### src/logic/clock_ctl_pkg.sv
// clock_ctl_pkg: register indices, field positions, reset values, masks and types
// assumes 16-bit registers reached by word index over a 32-bit bus
// Overview of operation
// - micro clock from low-frequency input when select is 0, else buffered high input
// - micro clock divided by 1, 2, 4, 8 or 16 for codes 0 to 4
// - micro divider feeds separate core and peripheral clocks, gated independently
// - signal reference from buffered high input when select is 0, else low input
// - generator input halved for signal core clock, plus two-phase peripheral clock
// - generator fed by pll when enabled, else directly by reference; changeable anytime
// - pll output is reference times multiplier times two over predivide times divider
// - multiplication factor is the 12-bit field plus one, 1 to 4096
// - 7-bit predivider split over both pll registers, divisor field plus one
// - pll path divided by two to the low-power field; changing it keeps lock
// - pll stops in STOP unless the stop-behaviour bit is set
// - disconnect and crystal bits are storage only
// - high clock pin carries buffered high input unless its disable bit holds it low
// - high input buffer disabled only when set and micro clock uses low input
// - clock pin shows micro clock after reset, signal clock when source bit set
// - clock pin held high while its disable bit is set
// - each core enters low-power states by request and leaves on running-peripheral wake
// - in STOP only the interval timer runs; listed peripherals may still wake
// - in DOZE core stops, fixed set runs, others follow programmable enables
// - WAIT stops only the core; signal STOP stops all, inter-core interface wakes
// - watchdog and timer on low input, serial ports on high input; software limits rate
// - signal core held in reset for 16 reference clocks after reset release
// - without high input, signal core stays in reset until low reference selected
`default_nettype none
package clock_ctl_pkg;
	localparam int IDX_W = 16;
	localparam logic [15:0] IDX_PLL_HIGH = 16'hfffc;
	localparam logic [15:0] IDX_PLL_LOW = 16'hfffd;
	localparam logic [15:0] IDX_CLK_SRC = 16'hfffe;
	localparam logic [15:0] IDX_DOZE_EN = 16'hfff8;
	localparam logic [15:0] IDX_PERIPH_OFF = 16'hfff9;
	localparam logic [15:0] IDX_STATUS = 16'hfffa;
	// clock_source_control fields
	localparam int B_REF_SEL = 8;
	localparam int B_HIGH_OUT_DIS = 7;
	localparam int B_OUT_DIS = 6;
	localparam int B_OUT_SRC = 5;
	localparam int B_DIV_LO = 2;
	localparam int B_MICRO_SEL = 1;
	localparam int B_BUF_DIS = 0;
	// pll_control_high fields
	localparam int B_PD_HI = 9;
	localparam int B_PLL_ON = 6;
	localparam int B_PLL_STOP = 5;
	localparam int B_LPD = 0;
	// pll_control_low fields
	localparam int B_PD_LO = 12;
	localparam int B_MF = 0;
	localparam logic [15:0] RST_PLL_HIGH = 16'h0010;
	localparam logic [15:0] RST_PLL_LOW = 16'h0000;
	localparam logic [15:0] RST_CLK_SRC = 16'h0000;
	localparam logic [15:0] MASK_PLL_HIGH = 16'h0eff;
	localparam logic [15:0] MASK_CLK_SRC = 16'h01ff;
	localparam logic [15:0] MASK_DOZE_EN = 16'h0fff;
	localparam logic [15:0] MASK_PERIPH_OFF = 16'h7fff;
	// micro peripherals: 0 protocol timer, 1 qspi, 2 uart, 3 intc, 4 timers,
	// 5 watchdog, 6 interval timer, 7 keypad, 8 inter-core, 9 smart card, 10 debug, 11 ext irq
	localparam int NUM_MP = 12;
	localparam int NUM_DP = 3;
	localparam int P_UART = 2;
	localparam int P_WDOG = 5;
	localparam int P_PIT = 6;
	localparam int P_SCP = 9;
	localparam logic [11:0] DOZE_FIXED = 12'h8c8;
	localparam logic [11:0] STOP_RUN = 12'h040;
	localparam logic [11:0] STOP_WAKE = 12'hd8c;
	// signal peripherals: 0 inter-core, 1 baseband port, 2 audio port
	localparam logic [2:0] DSP_STOP_WAKE = 3'h1;
	localparam logic [4:0] DSP_RST_REFS = 5'h10;
	typedef enum logic [1:0] {M_RUN, M_WAIT, M_DOZE, M_STOP} mcu_mode_t;
	typedef enum logic [1:0] {D_RUN, D_WAIT, D_STOP} dsp_mode_t;
	typedef struct packed {
		logic req;
		mcu_mode_t mode;
	} mcu_sleep_t;
	typedef struct packed {
		logic req;
		dsp_mode_t mode;
	} dsp_sleep_t;
endpackage : clock_ctl_pkg
`default_nettype wire

### src/logic/clock_ctl.sv
// clock_ctl: clock selection, division, pll model and low-power gating for two cores
// assumes clock pins slower than MCLK/2 and same-clock sleep and wake signals
//
// Register access over Wishbone was chosen for this implementation.
`timescale 1ns/1ps
`default_nettype none
module clock_ctl import clock_ctl_pkg::*; #(
	parameter int AW = 18
) (
	input wire logic MCLK,
	input wire logic RESETN,
	input wire logic HIGH_FREQ_CLOCK_IN,
	input wire logic LOW_FREQ_CLOCK_IN,
	input wire logic CYC_I,
	input wire logic STB_I,
	input wire logic WE_I,
	input wire logic [AW-1:0] ADR_I,
	input wire logic [3:0] SEL_I,
	input wire logic [31:0] DAT_I,
	output logic [31:0] DAT_O,
	output logic ACK_O,
	input wire mcu_sleep_t MCU_SLEEP,
	input wire dsp_sleep_t DSP_SLEEP,
	input wire logic [NUM_MP-1:0] MCU_WAKE,
	input wire logic [NUM_DP-1:0] DSP_WAKE,
	output logic HIGH_CLOCK_OUT_PIN,
	output logic CORE_CLOCK_OUT_PIN,
	output logic HF_BUFFER_EN,
	output logic MCU_CORE_CLK,
	output logic MCU_PERIPH_CLK,
	output logic [NUM_MP-1:0] MCU_PERIPH_RUN,
	output logic [3:0] KERNEL_CLK,
	output logic DSP_CORE_CLK,
	output logic DSP_PH1_CLK,
	output logic DSP_PH2_CLK,
	output logic [NUM_DP-1:0] DSP_PERIPH_RUN,
	output logic DSP_RESET_N,
	output logic PLL_RUNNING
);
	logic hf_m, hf_s, lf_m, lf_s;
	logic [15:0] pll_high, pll_low, clk_src, doze_en, periph_off;
	logic ms_act, rs_act, mcu_src_d, ref_d, mcu_clk, dsp_clk;
	logic [2:0] div_act;
	logic [3:0] mcu_cnt, kern_g;
	logic core_g, per_g, osel, dcore_g, dph_g;
	logic [15:0] credit;
	logic [6:0] pre_cnt;
	logic [7:0] df_cnt;
	logic [4:0] rst_cnt;
	mcu_mode_t mcu_state, next_mcu_state;
	dsp_mode_t dsp_state, next_dsp_state;

	function automatic logic tap(input logic [2:0] c, input logic s, input logic [3:0] n);
		case (c)
			3'h0: tap = s;
			3'h1: tap = n[0];
			3'h2: tap = n[1];
			3'h3: tap = n[2];
			default: tap = n[3];
		endcase
	endfunction : tap

	// high input buffer and pins
	wire buf_on = !(clk_src[B_BUF_DIS] && !clk_src[B_MICRO_SEL]);
	wire hf_buf = hf_s && buf_on;
	wire both_low = !hf_buf && !lf_s;

	// micro clock source and divider
	wire mcu_src = ms_act ? hf_buf : lf_s;
	wire mcu_rise = mcu_src && !mcu_src_d;
	wire [3:0] next_mcu_cnt = mcu_cnt + 4'(mcu_rise);
	wire [2:0] div_req = clk_src[B_DIV_LO+:3];
	wire next_mcu = tap(div_act, mcu_src, next_mcu_cnt);
	wire div_ok = !next_mcu && !tap(div_req, mcu_src, next_mcu_cnt);
	wire next_core_g = next_mcu ? core_g : (mcu_state == M_RUN);
	wire next_per_g = next_mcu ? per_g : (mcu_state != M_STOP);

	// micro low-power peripheral enables
	wire [11:0] mode_run = (mcu_state == M_DOZE) ? (DOZE_FIXED | doze_en[11:0]) :
		(mcu_state == M_STOP) ? STOP_RUN : 12'hfff;
	wire [11:0] next_mrun = mode_run & ~periph_off[11:0];
	wire [11:0] mwake_ok = MCU_PERIPH_RUN | ((mcu_state == M_STOP) ? STOP_WAKE : 12'h000);
	wire mcu_wake = |(MCU_WAKE & mwake_ok);

	// kernel clocks: watchdog, interval timer, uart, smart card
	wire [3:0] k_src = {hf_buf, hf_buf, lf_s, lf_s};
	wire [3:0] k_want = {next_mrun[P_SCP], next_mrun[P_UART], next_mrun[P_PIT], next_mrun[P_WDOG]};
	wire [3:0] next_kern_g;
	genvar gi;
	generate
		for (gi = 0; gi < 4; gi++) begin : g_kern
			assign next_kern_g[gi] = k_src[gi] ? kern_g[gi] : k_want[gi];
		end
	endgenerate

	// signal reference and pll model
	wire ref_lvl = rs_act ? lf_s : hf_buf;
	wire ref_rise = ref_lvl && !ref_d;
	wire pll_on = pll_high[B_PLL_ON] && (dsp_state != D_STOP || pll_high[B_PLL_STOP]);
	wire [12:0] mul = {1'b0, pll_low[B_MF+:12]} + 13'h001;
	wire [16:0] cred_sum = {1'b0, credit} + (ref_rise ? {3'h0, mul, 1'b0} : 17'h00000);
	wire vco_tick = credit != 16'h0000;
	wire [15:0] next_credit = !pll_on ? 16'h0000 :
		cred_sum[16] ? 16'hffff : cred_sum[15:0] - 16'(vco_tick);
	wire [6:0] pd = {pll_high[B_PD_HI+:3], pll_low[B_PD_LO+:4]};
	wire pre_wrap = vco_tick && pre_cnt >= pd;
	wire [7:0] df_lim = ~(8'hff << pll_high[B_LPD+:3]);
	wire df_wrap = pre_wrap && df_cnt >= df_lim;
	wire gen_tick = pll_high[B_PLL_ON] ? df_wrap : ref_rise;
	wire next_dsp = dsp_clk ^ gen_tick;
	wire next_ph1 = next_dsp && dsp_clk;
	wire next_ph2 = !next_dsp && !dsp_clk;
	wire next_dcore_g = next_dsp ? dcore_g : (dsp_state == D_RUN);
	wire next_dph_g = (next_ph1 || next_ph2) ? dph_g : (dsp_state != D_STOP);
	wire [2:0] next_drun = (dsp_state == D_STOP) ? 3'h0 : ~periph_off[14:12];
	wire [2:0] dwake_ok = DSP_PERIPH_RUN | ((dsp_state == D_STOP) ? DSP_STOP_WAKE : 3'h0);
	wire dsp_wake = |(DSP_WAKE & dwake_ok);
	wire [4:0] next_rst_cnt = rst_cnt + 5'((rst_cnt != DSP_RST_REFS) && ref_rise);
	wire next_osel = (next_mcu || next_dsp) ? osel : clk_src[B_OUT_SRC];

	// register bus decode
	wire wb_req = CYC_I && STB_I && !ACK_O;
	wire wr = wb_req && WE_I;
	wire [15:0] idx = ADR_I[IDX_W+1:2];
	wire [15:0] wm = {{8{SEL_I[1]}}, {8{SEL_I[0]}}};
	wire [15:0] wd = DAT_I[15:0] & wm;
	wire [15:0] status = {10'h000, DSP_RESET_N, PLL_RUNNING, 2'(dsp_state), 2'(mcu_state)};
	wire [15:0] rd = (idx == IDX_PLL_HIGH) ? pll_high :
		(idx == IDX_PLL_LOW) ? pll_low :
		(idx == IDX_CLK_SRC) ? clk_src :
		(idx == IDX_DOZE_EN) ? doze_en :
		(idx == IDX_PERIPH_OFF) ? periph_off :
		(idx == IDX_STATUS) ? status : 16'h0000;

	always_comb begin
		next_mcu_state = mcu_state;
		unique case (mcu_state)
			M_RUN: if (MCU_SLEEP.req) next_mcu_state = MCU_SLEEP.mode;
			M_WAIT, M_DOZE, M_STOP: if (mcu_wake) next_mcu_state = M_RUN;
		endcase
	end

	always_comb begin
		next_dsp_state = dsp_state;
		unique case (dsp_state)
			D_RUN: if (DSP_SLEEP.req) next_dsp_state = DSP_SLEEP.mode;
			D_WAIT, D_STOP: if (dsp_wake) next_dsp_state = D_RUN;
			default: next_dsp_state = D_RUN;
		endcase
	end

	always_ff @(posedge MCLK) begin
		if (!RESETN) begin
			{hf_m, hf_s, lf_m, lf_s} <= 4'h0;
			pll_high <= RST_PLL_HIGH;
			pll_low <= RST_PLL_LOW;
			clk_src <= RST_CLK_SRC;
			doze_en <= 16'h0000;
			periph_off <= 16'h0000;
			ACK_O <= 1'b0;
			DAT_O <= 32'h00000000;
		end else begin
			{hf_m, hf_s, lf_m, lf_s} <= {HIGH_FREQ_CLOCK_IN, hf_m, LOW_FREQ_CLOCK_IN, lf_m};
			if (wr && idx == IDX_PLL_HIGH) pll_high <= (pll_high & ~wm) | (wd & MASK_PLL_HIGH);
			if (wr && idx == IDX_PLL_LOW) pll_low <= (pll_low & ~wm) | wd;
			if (wr && idx == IDX_CLK_SRC) clk_src <= (clk_src & ~wm) | (wd & MASK_CLK_SRC);
			if (wr && idx == IDX_DOZE_EN) doze_en <= (doze_en & ~wm) | (wd & MASK_DOZE_EN);
			if (wr && idx == IDX_PERIPH_OFF) periph_off <= (periph_off & ~wm) | (wd & MASK_PERIPH_OFF);
			ACK_O <= wb_req;
			if (wb_req && !WE_I) DAT_O <= {16'h0000, rd};
		end
	end

	always_ff @(posedge MCLK) begin
		if (!RESETN) begin
			{ms_act, rs_act, mcu_src_d, ref_d, mcu_clk, dsp_clk} <= 6'h00;
			div_act <= 3'h0;
			mcu_cnt <= 4'h0;
			{core_g, per_g, osel, dcore_g, dph_g} <= 5'h00;
			kern_g <= 4'h0;
			credit <= 16'h0000;
			pre_cnt <= 7'h00;
			df_cnt <= 8'h00;
			rst_cnt <= 5'h00;
			mcu_state <= M_RUN;
			dsp_state <= D_RUN;
		end else begin
			if (both_low) ms_act <= clk_src[B_MICRO_SEL];
			if (both_low) rs_act <= clk_src[B_REF_SEL];
			if (div_ok) div_act <= div_req;
			{mcu_src_d, ref_d, mcu_clk, dsp_clk} <= {mcu_src, ref_lvl, next_mcu, next_dsp};
			mcu_cnt <= next_mcu_cnt;
			{core_g, per_g, osel} <= {next_core_g, next_per_g, next_osel};
			{dcore_g, dph_g} <= {next_dcore_g, next_dph_g};
			kern_g <= next_kern_g;
			credit <= next_credit;
			if (!pll_on) pre_cnt <= 7'h00;
			else if (vco_tick) pre_cnt <= pre_wrap ? 7'h00 : pre_cnt + 7'h01;
			if (pre_wrap) df_cnt <= df_wrap ? 8'h00 : df_cnt + 8'h01;
			rst_cnt <= next_rst_cnt;
			mcu_state <= next_mcu_state;
			dsp_state <= next_dsp_state;
		end
	end

	always_ff @(posedge MCLK) begin
		if (!RESETN) begin
			{HIGH_CLOCK_OUT_PIN, CORE_CLOCK_OUT_PIN, HF_BUFFER_EN} <= 3'h1;
			{MCU_CORE_CLK, MCU_PERIPH_CLK, DSP_CORE_CLK, DSP_PH1_CLK, DSP_PH2_CLK} <= 5'h00;
			MCU_PERIPH_RUN <= 12'hfff;
			DSP_PERIPH_RUN <= 3'h7;
			KERNEL_CLK <= 4'h0;
			DSP_RESET_N <= 1'b0;
			PLL_RUNNING <= 1'b0;
		end else begin
			HIGH_CLOCK_OUT_PIN <= hf_buf && !clk_src[B_HIGH_OUT_DIS];
			CORE_CLOCK_OUT_PIN <= clk_src[B_OUT_DIS] || (next_osel ? next_dsp : next_mcu);
			HF_BUFFER_EN <= buf_on;
			MCU_CORE_CLK <= next_mcu && next_core_g;
			MCU_PERIPH_CLK <= next_mcu && next_per_g;
			MCU_PERIPH_RUN <= next_mrun;
			KERNEL_CLK <= k_src & next_kern_g;
			DSP_CORE_CLK <= next_dsp && next_dcore_g;
			DSP_PH1_CLK <= next_ph1 && next_dph_g;
			DSP_PH2_CLK <= next_ph2 && next_dph_g;
			DSP_PERIPH_RUN <= next_drun;
			DSP_RESET_N <= next_rst_cnt == DSP_RST_REFS;
			PLL_RUNNING <= pll_on;
		end
	end

	AST_MICRO_LOW: assert property (@(posedge MCLK) disable iff (!RESETN)
		(!ms_act && div_act == 3'h0) |=> mcu_clk == $past(lf_s))
		else $error("micro clock not following low input");
	AST_HIGH_PIN_LOW: assert property (@(posedge MCLK) disable iff (!RESETN)
		clk_src[B_HIGH_OUT_DIS] |=> !HIGH_CLOCK_OUT_PIN)
		else $error("high clock pin not held low");
	AST_OUT_PIN_HIGH: assert property (@(posedge MCLK) disable iff (!RESETN)
		clk_src[B_OUT_DIS] |=> CORE_CLOCK_OUT_PIN)
		else $error("clock pin not held high");
	AST_BUFFER_KEPT: assert property (@(posedge MCLK) disable iff (!RESETN)
		clk_src[B_MICRO_SEL] |=> HF_BUFFER_EN)
		else $error("buffer disabled while micro uses high input");
	AST_PLL_STOPPED: assert property (@(posedge MCLK) disable iff (!RESETN)
		(dsp_state == D_STOP && !pll_high[B_PLL_STOP]) |=> !PLL_RUNNING && credit == 16'h0000)
		else $error("pll running in stop");
	AST_BYPASS_HALF: assert property (@(posedge MCLK) disable iff (!RESETN)
		(!pll_high[B_PLL_ON] && ref_rise) |=> dsp_clk != $past(dsp_clk))
		else $error("bypass reference edge did not toggle signal clock");
	AST_MULT: assert property (@(posedge MCLK) disable iff (!RESETN)
		(pll_on && ref_rise && credit == 16'h0000) |=> credit == $past({2'h0, mul, 1'b0}))
		else $error("multiplier credit wrong");
	AST_MCU_STOP: assert property (@(posedge MCLK) disable iff (!RESETN)
		(mcu_state == M_STOP) |=> (MCU_PERIPH_RUN & ~STOP_RUN) == 12'h000)
		else $error("peripheral running in stop");
	AST_DOZE_KEEP: assert property (@(posedge MCLK) disable iff (!RESETN)
		(mcu_state == M_DOZE && (periph_off[11:0] & DOZE_FIXED) == 12'h000)
		|=> (MCU_PERIPH_RUN & DOZE_FIXED) == DOZE_FIXED)
		else $error("fixed doze peripheral stopped");
	AST_DSP_STOP: assert property (@(posedge MCLK) disable iff (!RESETN)
		(dsp_state == D_STOP) |=> DSP_PERIPH_RUN == 3'h0)
		else $error("signal peripheral running in stop");
	AST_DSP_RESET: assert property (@(posedge MCLK) disable iff (!RESETN)
		DSP_RESET_N |-> rst_cnt == DSP_RST_REFS)
		else $error("signal core released early");
	AST_WAKE: assert property (@(posedge MCLK) disable iff (!RESETN)
		(mcu_state != M_RUN && |(MCU_WAKE & MCU_PERIPH_RUN)) |=> mcu_state == M_RUN)
		else $error("running peripheral did not wake micro core");
endmodule : clock_ctl
`default_nettype wire

### config.mk
export PLATFORM = sky130hd
export DESIGN_NAME = clock_ctl
export DESIGN_NICKNAME = d
export VERILOG_FILES = /design/src/logic/clock_ctl_pkg.sv /design/src/logic/clock_ctl.sv
export SDC_FILE = /design/constraint.sdc
export NUM_CORES = 1
export LEC_CHECK = 0
export ABC_AREA = 0
export BUFFER_PORTS_ARGS = -buffer_cell sky130_fd_sc_hd__buf_2
export CAP_MARGIN = 15
export CORE_MARGIN = 2
export CORE_UTILIZATION = 55
export DETAILED_ROUTE_END_ITERATION = 12
export GPL_TIMING_DRIVEN = 0
export HOLD_SLACK_MARGIN = 0.1
export PLACE_DENSITY = 0.78
export RECOVER_POWER = 50
export SYNTH_ARGS = -nofsm -noshare
export SYNTH_HDL_FRONTEND = slang
export SYNTH_SLANG_ARGS = --single-unit
### constraint.sdc
create_clock -name MCLK -period 11 [get_ports MCLK]
set_clock_uncertainty 0.15 [all_clocks]
set_input_delay 0 -clock MCLK [delete_from_list [all_inputs] [get_ports MCLK]]
set_output_delay 0 -clock MCLK [all_outputs]
set_load 0.03 [all_outputs]
# Yosys cells after proc, flatten, opt, wreduce, memory -nomap -nowiden
# Index checks and enable logic that the tools add are counted.
# W data, S select, Z words.
# totals
out_inout_bits,62
mem_bits_ro,0
ram_bits,0
n_memories,0
regBits,191
latch_bits,0
# classes
n_eq_ne,25
addsub,7
magnitude_cmp,2
n_shift,1
n_reduce_logical,56
bitwise,22
multipliers,0
n_div,0
n_mux,36
# op_table
op,count
$and A16 B16 Y16,6
$eq A16 B16 Y1 const B,6
$mux W16,6
$mux W12,3
$or A16 B12 Y16,2
$logic_and A1 B1 Y1,27
$and A12 B12 Y12,2
$add A16 B14 Y17,1
$not A16 Y16,1
$or A16 B15 Y16,1
$or A16 B16 Y16,1
$or A16 B9 Y16,1
$reduce_bool A16 Y1,1
$sub A16 B1 Y16,1
$mux W1,14
$mux W14,1
$add A12 B1 Y13 const B,1
$logic_not A1 Y1,13
$eq A3 B2 Y1 const B,4
$ne A2 B2 Y1 const B,6
$not A12 Y12,1
$or A12 B12 Y12,1
$reduce_or A12 Y1,1
$add A8 B1 Y8 const B,1
30 further kinds,47

# Depth between registers and ports, before layout
# Gate-level depths: netlist of the first run.
# depth
ltp_word,13
depth_mapped,17

# Worst setup path before layout of the first run
# No wires, ideal clock.
# synth_timing
kind,register to register
start,reg (tool-made name)
end,reg credit[15]
arrival_ns,3.621
path_buffers,1
stages_incl_launch_ff,18
required_time_ns,10.730
synth_period_minus_slack_ns,3.891
path_slack_ns,7.109
setup_time_ns,0.120
path_cell_list,dfxtp_1 inv_1 a21boi_1 mux2_2 nand2b_1 clkbuf_1 nor2_1 ha_1 inv_1 fa_1 nor2b_1 o221ai_1 a21o_1 a211oi_1 nand4_1 nor4_2 nor4b_2 nor3_2
# synth_rtl
item,line_no,text
"end signal, assigned",clock_ctl.sv:196,credit <= next_credit;
"end, declared",clock_ctl.sv:46,logic [15:0] credit;

==> flow_summary.toml, run 1 <==
[global_routing]
grt_use_total_pct = 27.7
overflow = 0
grt_pass1_wl_um = 39100
antenna_found_initial = 0
grt_start_max_net_pins = 17
first_global_vias = 7655

[synthesis]
synth.cell_area_um2 = 9400
synth.top_cell.area_share_pct = 40.7
ys_seq_elements = 191
muxShareOfSynthArea_pct = 9.95
yosysSeqAreaShare_pct = 40.7
synthFlopType = "dfxtp_1"
synth_most_common_cell = "dfxtp_1"
synth_edf_count = 0
synth_common_cells = "dfxtp_1 (191), nand2_1 (78), nor2b_1 (76)"
synth_fa_ha_area_share_pct = 5.54
ys_top_cells_by_area = "dfxtp_1 (41%), mux2i_1 (7.6%), ha_1 (5.3%), nor2b_1 (5.1%), nand2_1 (3.1%)"
synth_cell_types = 75
synth_simple_gate_area_share_pct = 20.7
synth_cells = 1008
synth_top_family_by_area = "simple AND/OR/NAND/NOR gates"
yosysWarnings = 0
synthArstFlopShare_pct = 0
synthXorXnorAreaFrac_pct = 4.26
synth_compound_area_share_pct = 14.7
avgSynthCellArea_um2 = 9.33
synth.largest_area_cell = "dfxtp_1"

[worst_hold_path]
min_path_cells = 4
hold_end = "periph_off[15]"
worstHoldStart = "ADR_I[2]"
hold_path_class = "primary input to register"

[floorplanning]
start_util_pct = 56.5
fp.dieW_um = 135
fp.dieH_um = 135
core_area_um2 = 16600
boundaryPins = 144
rows = 47
dieArea_um2 = 18200

[place]
post_dp_cell_area_um2 = 10300
place_inst = 1347
hpwl_um = 18300
io_buffer_count = 104
gp_congestion = 0.912

[timing]
setup-violations-final = 0
min_period_ps = 5320
final_max_slew_viol_count = 0
slew_headroom_pct = 21.1
finalHoldViolCount = 0
setup_tns_ps = 0
fmax_mhz = 188
period_share_pct = 48.4
grt_setup_unrepaired = "false"
worst_pin_slew_ps = 1170

[routing]
vias_per_cell = 5.69
vias = 8080
wire_per_inst_um = 17.5
ant_nets = 0
initialDrtViolationCount = 599
drt_pass1_iterations = 5
drc_errors = 0
wl_um = 24900

[worst_setup_path]
rr_worst_depth = 17
r2r_slack_ps = 5680
critPathMaxFanout = 10
crit_slowest_cell = "a21boi_0"
end_kind = "register"
critPathMaxStageDelay_ps = 900
critPathRequiredTime_ps = 11180
critical_path_arrival_ps = 5500
critPathMostFrequentCell = "inv_1"
path_cells = "inv_1 -> a21boi_0 -> mux2_2 -> nand2b_1 -> clkbuf_1 -> nor2_1 -> ha_1 -> inv_1 -> fa_1 -> nor2b_1 -> o221ai_1 -> a21o_1 -> a211oi_1 -> nand4_1 -> nor4_2 -> nor4b_2 -> nor3_2"
r2r-end = "credit[15]"
worstSetupPathType = "register to register"
start_kind = "register"

[layout]
area_delta_synth_final_pct = 19.4
fin_util_pct = 67.4
fillers = 1317
finalInstanceArea_um2 = 11200
drive_above_1_share_pct = 11.8
final_cells = 1421
nets = 1311
diodes = 0

[clocking]
cts_tree = "built"
postCtsResizedCells = 0
clkSinkCount = 191
clk_pin_slew_ps = 70
h-tree-depth = 4
clk_path_buf_depth = 2
root_buffer = "clkbuf_16"
clkLatencyLatePin_ps = 440
post_cts_buffers = 0
numCtsBuffers = 17

[outcome]
status = "completed"

[power_and_ir_drop]
power_density_nw_per_um2 = 131
power.total_uw = 1470
irDropWorstVdd_uv = 100
p_leak_uw = 0.00456

[flow_run]
drv_cap = 0
-- worst max path at each step --
stage | cells after the start | to | slack (ps) | start
2_1_floorplan | 17 | credit[15] | 7110 | register
3_3_place_gp | 17 | credit[15] | 6200 | register
3_5_place_dp | 17 | credit[15] | 6120 | register
4_1_cts | 17 | credit[15] | 6080 | register
5_1_grt | 17 | credit[15] | 5140 | register
6_report | 17 | credit[15] | 5680 | register
-- metal layers --
metal	up-vias	share of wire (%)	track usage (%)
met3	50	7.1	4.58
li1	3906	-	-
met2	326	47	46.5
met5	-	0	0
met1	3798	43	36.1
met4	0	2.3	9.47
-- what timing repair did --
item | 4_1_cts | 5_1_grt
endpoints found under the setup margin | 0 | 0
hold buffers | 42 | 0
hold endpoints to repair | 74 | 0
-- final cells by class --
cell class / instances / area (um2) / share of cell area (%)
buffer: 58 / 282 / 2.51
clock buffer: 19 / 453 / 4.04
clock inverter: 13 / 159 / 1.42
inverter: 30 / 113 / 1.00
multi-input combinational: 744 / 5230 / 46.6
sequential: 191 / 3820 / 34.1
tap: 220 / 275 / 2.45
timing repair buffer: 146 / 883 / 7.87
-- cells in the final DEF, fill, tap and decap left out, drive strengths merged, types with 32 or more instances in the layout --
master	n
dfxtp	191
clkbuf	102
buf	79
nand2	78
nor2b	76
mux2i	71
nor2	64
dlygate4sd3	42
o21ai	42
ha	40
inv	33
a21oi	32
and2	32
-- power by group --
part	leakage [uW]	internal [uW]	total, uW	switching [uW]
combinational	0.00271	46.1	116	70.4
sequential	0.00155	703	711	7.44
clock	0.000308	371	643	272
-- worst max-delay path: cells and delay by family (launching register included) --
kind,cells,cell delay [ps]
simple gates,7,1450
compound gates,4,1830
fa+ha+maj,2,630
buf+inv,3,400
mux,1,350
flops,1,400
-- cells by family after synthesis --
| logic type | after synthesis |
|---|---|
| AND/OR/NAND/NOR | 366 |
| flip-flops | 191 |
| AO/OA/AOI/OAI | 188 |
| multiplexers | 89 |
| buffers and inverters | 88 |
| XOR/XNOR | 44 |
| adder cells (fa/ha/maj) | 41 |
| other | 1 |
-- metrics by stage --
stage,setup slack (ps),hold WS (ps)
after floorplan,7110,-22.7
after global placement,6200,56.8
after detailed placement,6120,60.6
after CTS,6080,144
after global routing,5140,164
final,5680,163
No activity file was read; power rests on OpenSTA's default activity.
==> inputs of run 2 (changes only) <==
==> constraint.sdc (replaced) <==
create_clock -name MCLK -period 5.3 [get_ports MCLK]
set_clock_uncertainty 0.15 [all_clocks]
set_input_delay 0 -clock MCLK [delete_from_list [all_inputs] [get_ports MCLK]]
set_output_delay 0 -clock MCLK [all_outputs]
set_load 0.03 [all_outputs]
==> run 2 against run 1 <==
  * Sequential power grew 110%
  * First-iteration DRC count grew 0.50%
  * Design area about the same
  * Clock power increased by 110%
  * Cell count stayed put
  * Die area is the same
  * Highest routed layer unchanged
  * Sequential share of layout area is essentially flat
  * Global-route usage stayed put
  * Register-to-register slack got worse by 5100 ps
  * Power increased by 110%
  * Critical endpoint unchanged
==> flow_summary.toml, run 2 (synthesis results as in run 1) <==
[layout]
finalInstanceArea_um2 = 11200
drive_above_1_share_pct = 11.8
area_delta_synth_final_pct = 19.4
fillers = 1315
nets = 1311
final_common_cell = "dfxtp_1"
diodes = 0
layout_common_cells = "dfxtp_1 (191), clkbuf_1 (83), nand2_1 (78)"

[routing]
drt_pass1_iterations = 6
vias_per_cell = 5.66
wl_um = 25000
wire_per_inst_um = 17.6
drc_errors = 0
initialDrtViolationCount = 602
vias = 8040
ant_nets = 0

[worst_hold_path]
hold_path_class = "primary input to register"

[power_and_ir_drop]
p_leak_uw = 0.00456
power.total_uw = 3050
irDropWorstVdd_uv = 206
power_density_nw_per_um2 = 272

[worst_setup_path]
critical_path_arrival_ps = 4910
critPathMaxStageDelay_ps = 420
critPathRequiredTime_ps = 5470
critPathMostFrequentCell = "inv_1"
critPathMaxFanout = 10
end_kind = "register"
crit_slowest_cell = "a211oi_1"
start_kind = "register"
worstSetupPathType = "register to register"
path_cells = "inv_1 -> a21boi_2 -> mux2_1 -> nand2b_1 -> clkbuf_1 -> nor2_1 -> ha_1 -> inv_1 -> fa_1 -> nor2b_1 -> o221ai_1 -> a21o_1 -> a211oi_1 -> nand4_1 -> nor4_2 -> nor4b_2 -> nor3_2"

[global_routing]
grt_use_total_pct = 27.7
grt_pass1_wl_um = 39100
grt_start_max_net_pins = 17
antenna_found_initial = 0
first_global_vias = 7655
overflow = 0

[timing]
grt_setup_unrepaired = "false"
slew_headroom_pct = 24.3
worst_pin_slew_ps = 1130
final_max_slew_viol_count = 0
setup-violations-final = 0
setup_tns_ps = 0
min_period_ps = 4740
fmax_mhz = 211
hold_slack_ps = 164
period_share_pct = 89.4
finalHoldViolCount = 0

[clocking]
clkLatencyLatePin_ps = 440
numCtsBuffers = 17
root_buffer = "clkbuf_16"
h-tree-depth = 4
clk_path_buf_depth = 2
cts_tree = "built"
post_cts_buffers = 0
clkSinkCount = 191
clk_pin_slew_ps = 70

[place]
hpwl_um = 18300
post_dp_cell_area_um2 = 10300
gp_congestion = 0.912
io_buffer_count = 104

[outcome]
status = "completed"

[floorplanning]
rows = 47
fp.dieW_um = 135
start_util_pct = 56.5
dieArea_um2 = 18200
core_area_um2 = 16600
fp.dieH_um = 135
boundaryPins = 144

[flow_run]
drv_cap = 0
[run 2: worst paths after layout]
kind | startpoint | endpoint | slack (ps) | cells past startpoint
max | register | credit[15] | 560 | 17
max reg2reg | register | credit[15] | 560 | 17
min reg2reg | hf_m | hf_s | 290 | 1
min | ADR_I[2] | periph_off[15] | 160 | 4
[run 2: cell type report]
cell class                 count  area, um2  share of cell area (%)
multi-input combinational    744       5240                    46.7
buffer                        58        282                    2.51
clock buffer                  19        453                    4.03
clock inverter                13        159                    1.42
timing repair buffer         146        883                    7.87
tap                          220        275                    2.45
inverter                      30        113                    1.00
sequential                   191       3820                    34.1
[run 2: per-layer routing]
layer	track usage, %	wire length (um)
met1	36.1	10900
met2	46.5	11800
met3	4.58	1620
met4	9.47	583
met5	0	0
[run 2: stage by stage]
step | std cells | setup slack, ps | utilization [%]
after floorplan | 1023 | 1410 | -
after global placement | 1347 | 501 | 61.6
after detailed placement | 1347 | 417 | 61.6
after CTS | 1421 | 383 | 67.8
after global routing | 1421 | 73.8 | 67.5
final | 1421 | 561 | 67.5
[run 2: worst max-delay path, delay by kind of cell (launching register included)]
family	cells	cell delay (ps)
compound gates	4	1330
fa+ha+maj	2	630
buf+inv	3	410
flops	1	400
mux	1	250
simple gates	7	1440
[run 2: repair_timing]
| action | 4_1_cts | 5_1_grt |
|---|---|---|
| hold buffers | 42 | 0 |
| gates resized for setup | 0 | 1 |
| endpoints found under the setup margin | 0 | 2 |
| endpoints found under the hold margin | 74 | 0 |
[run 2: report_power, final]
group          internal [uW]  switching, uW  total (uW)
logic                   95.7            147         243
registers               1460           15.4        1480
clock network            769            566        1340
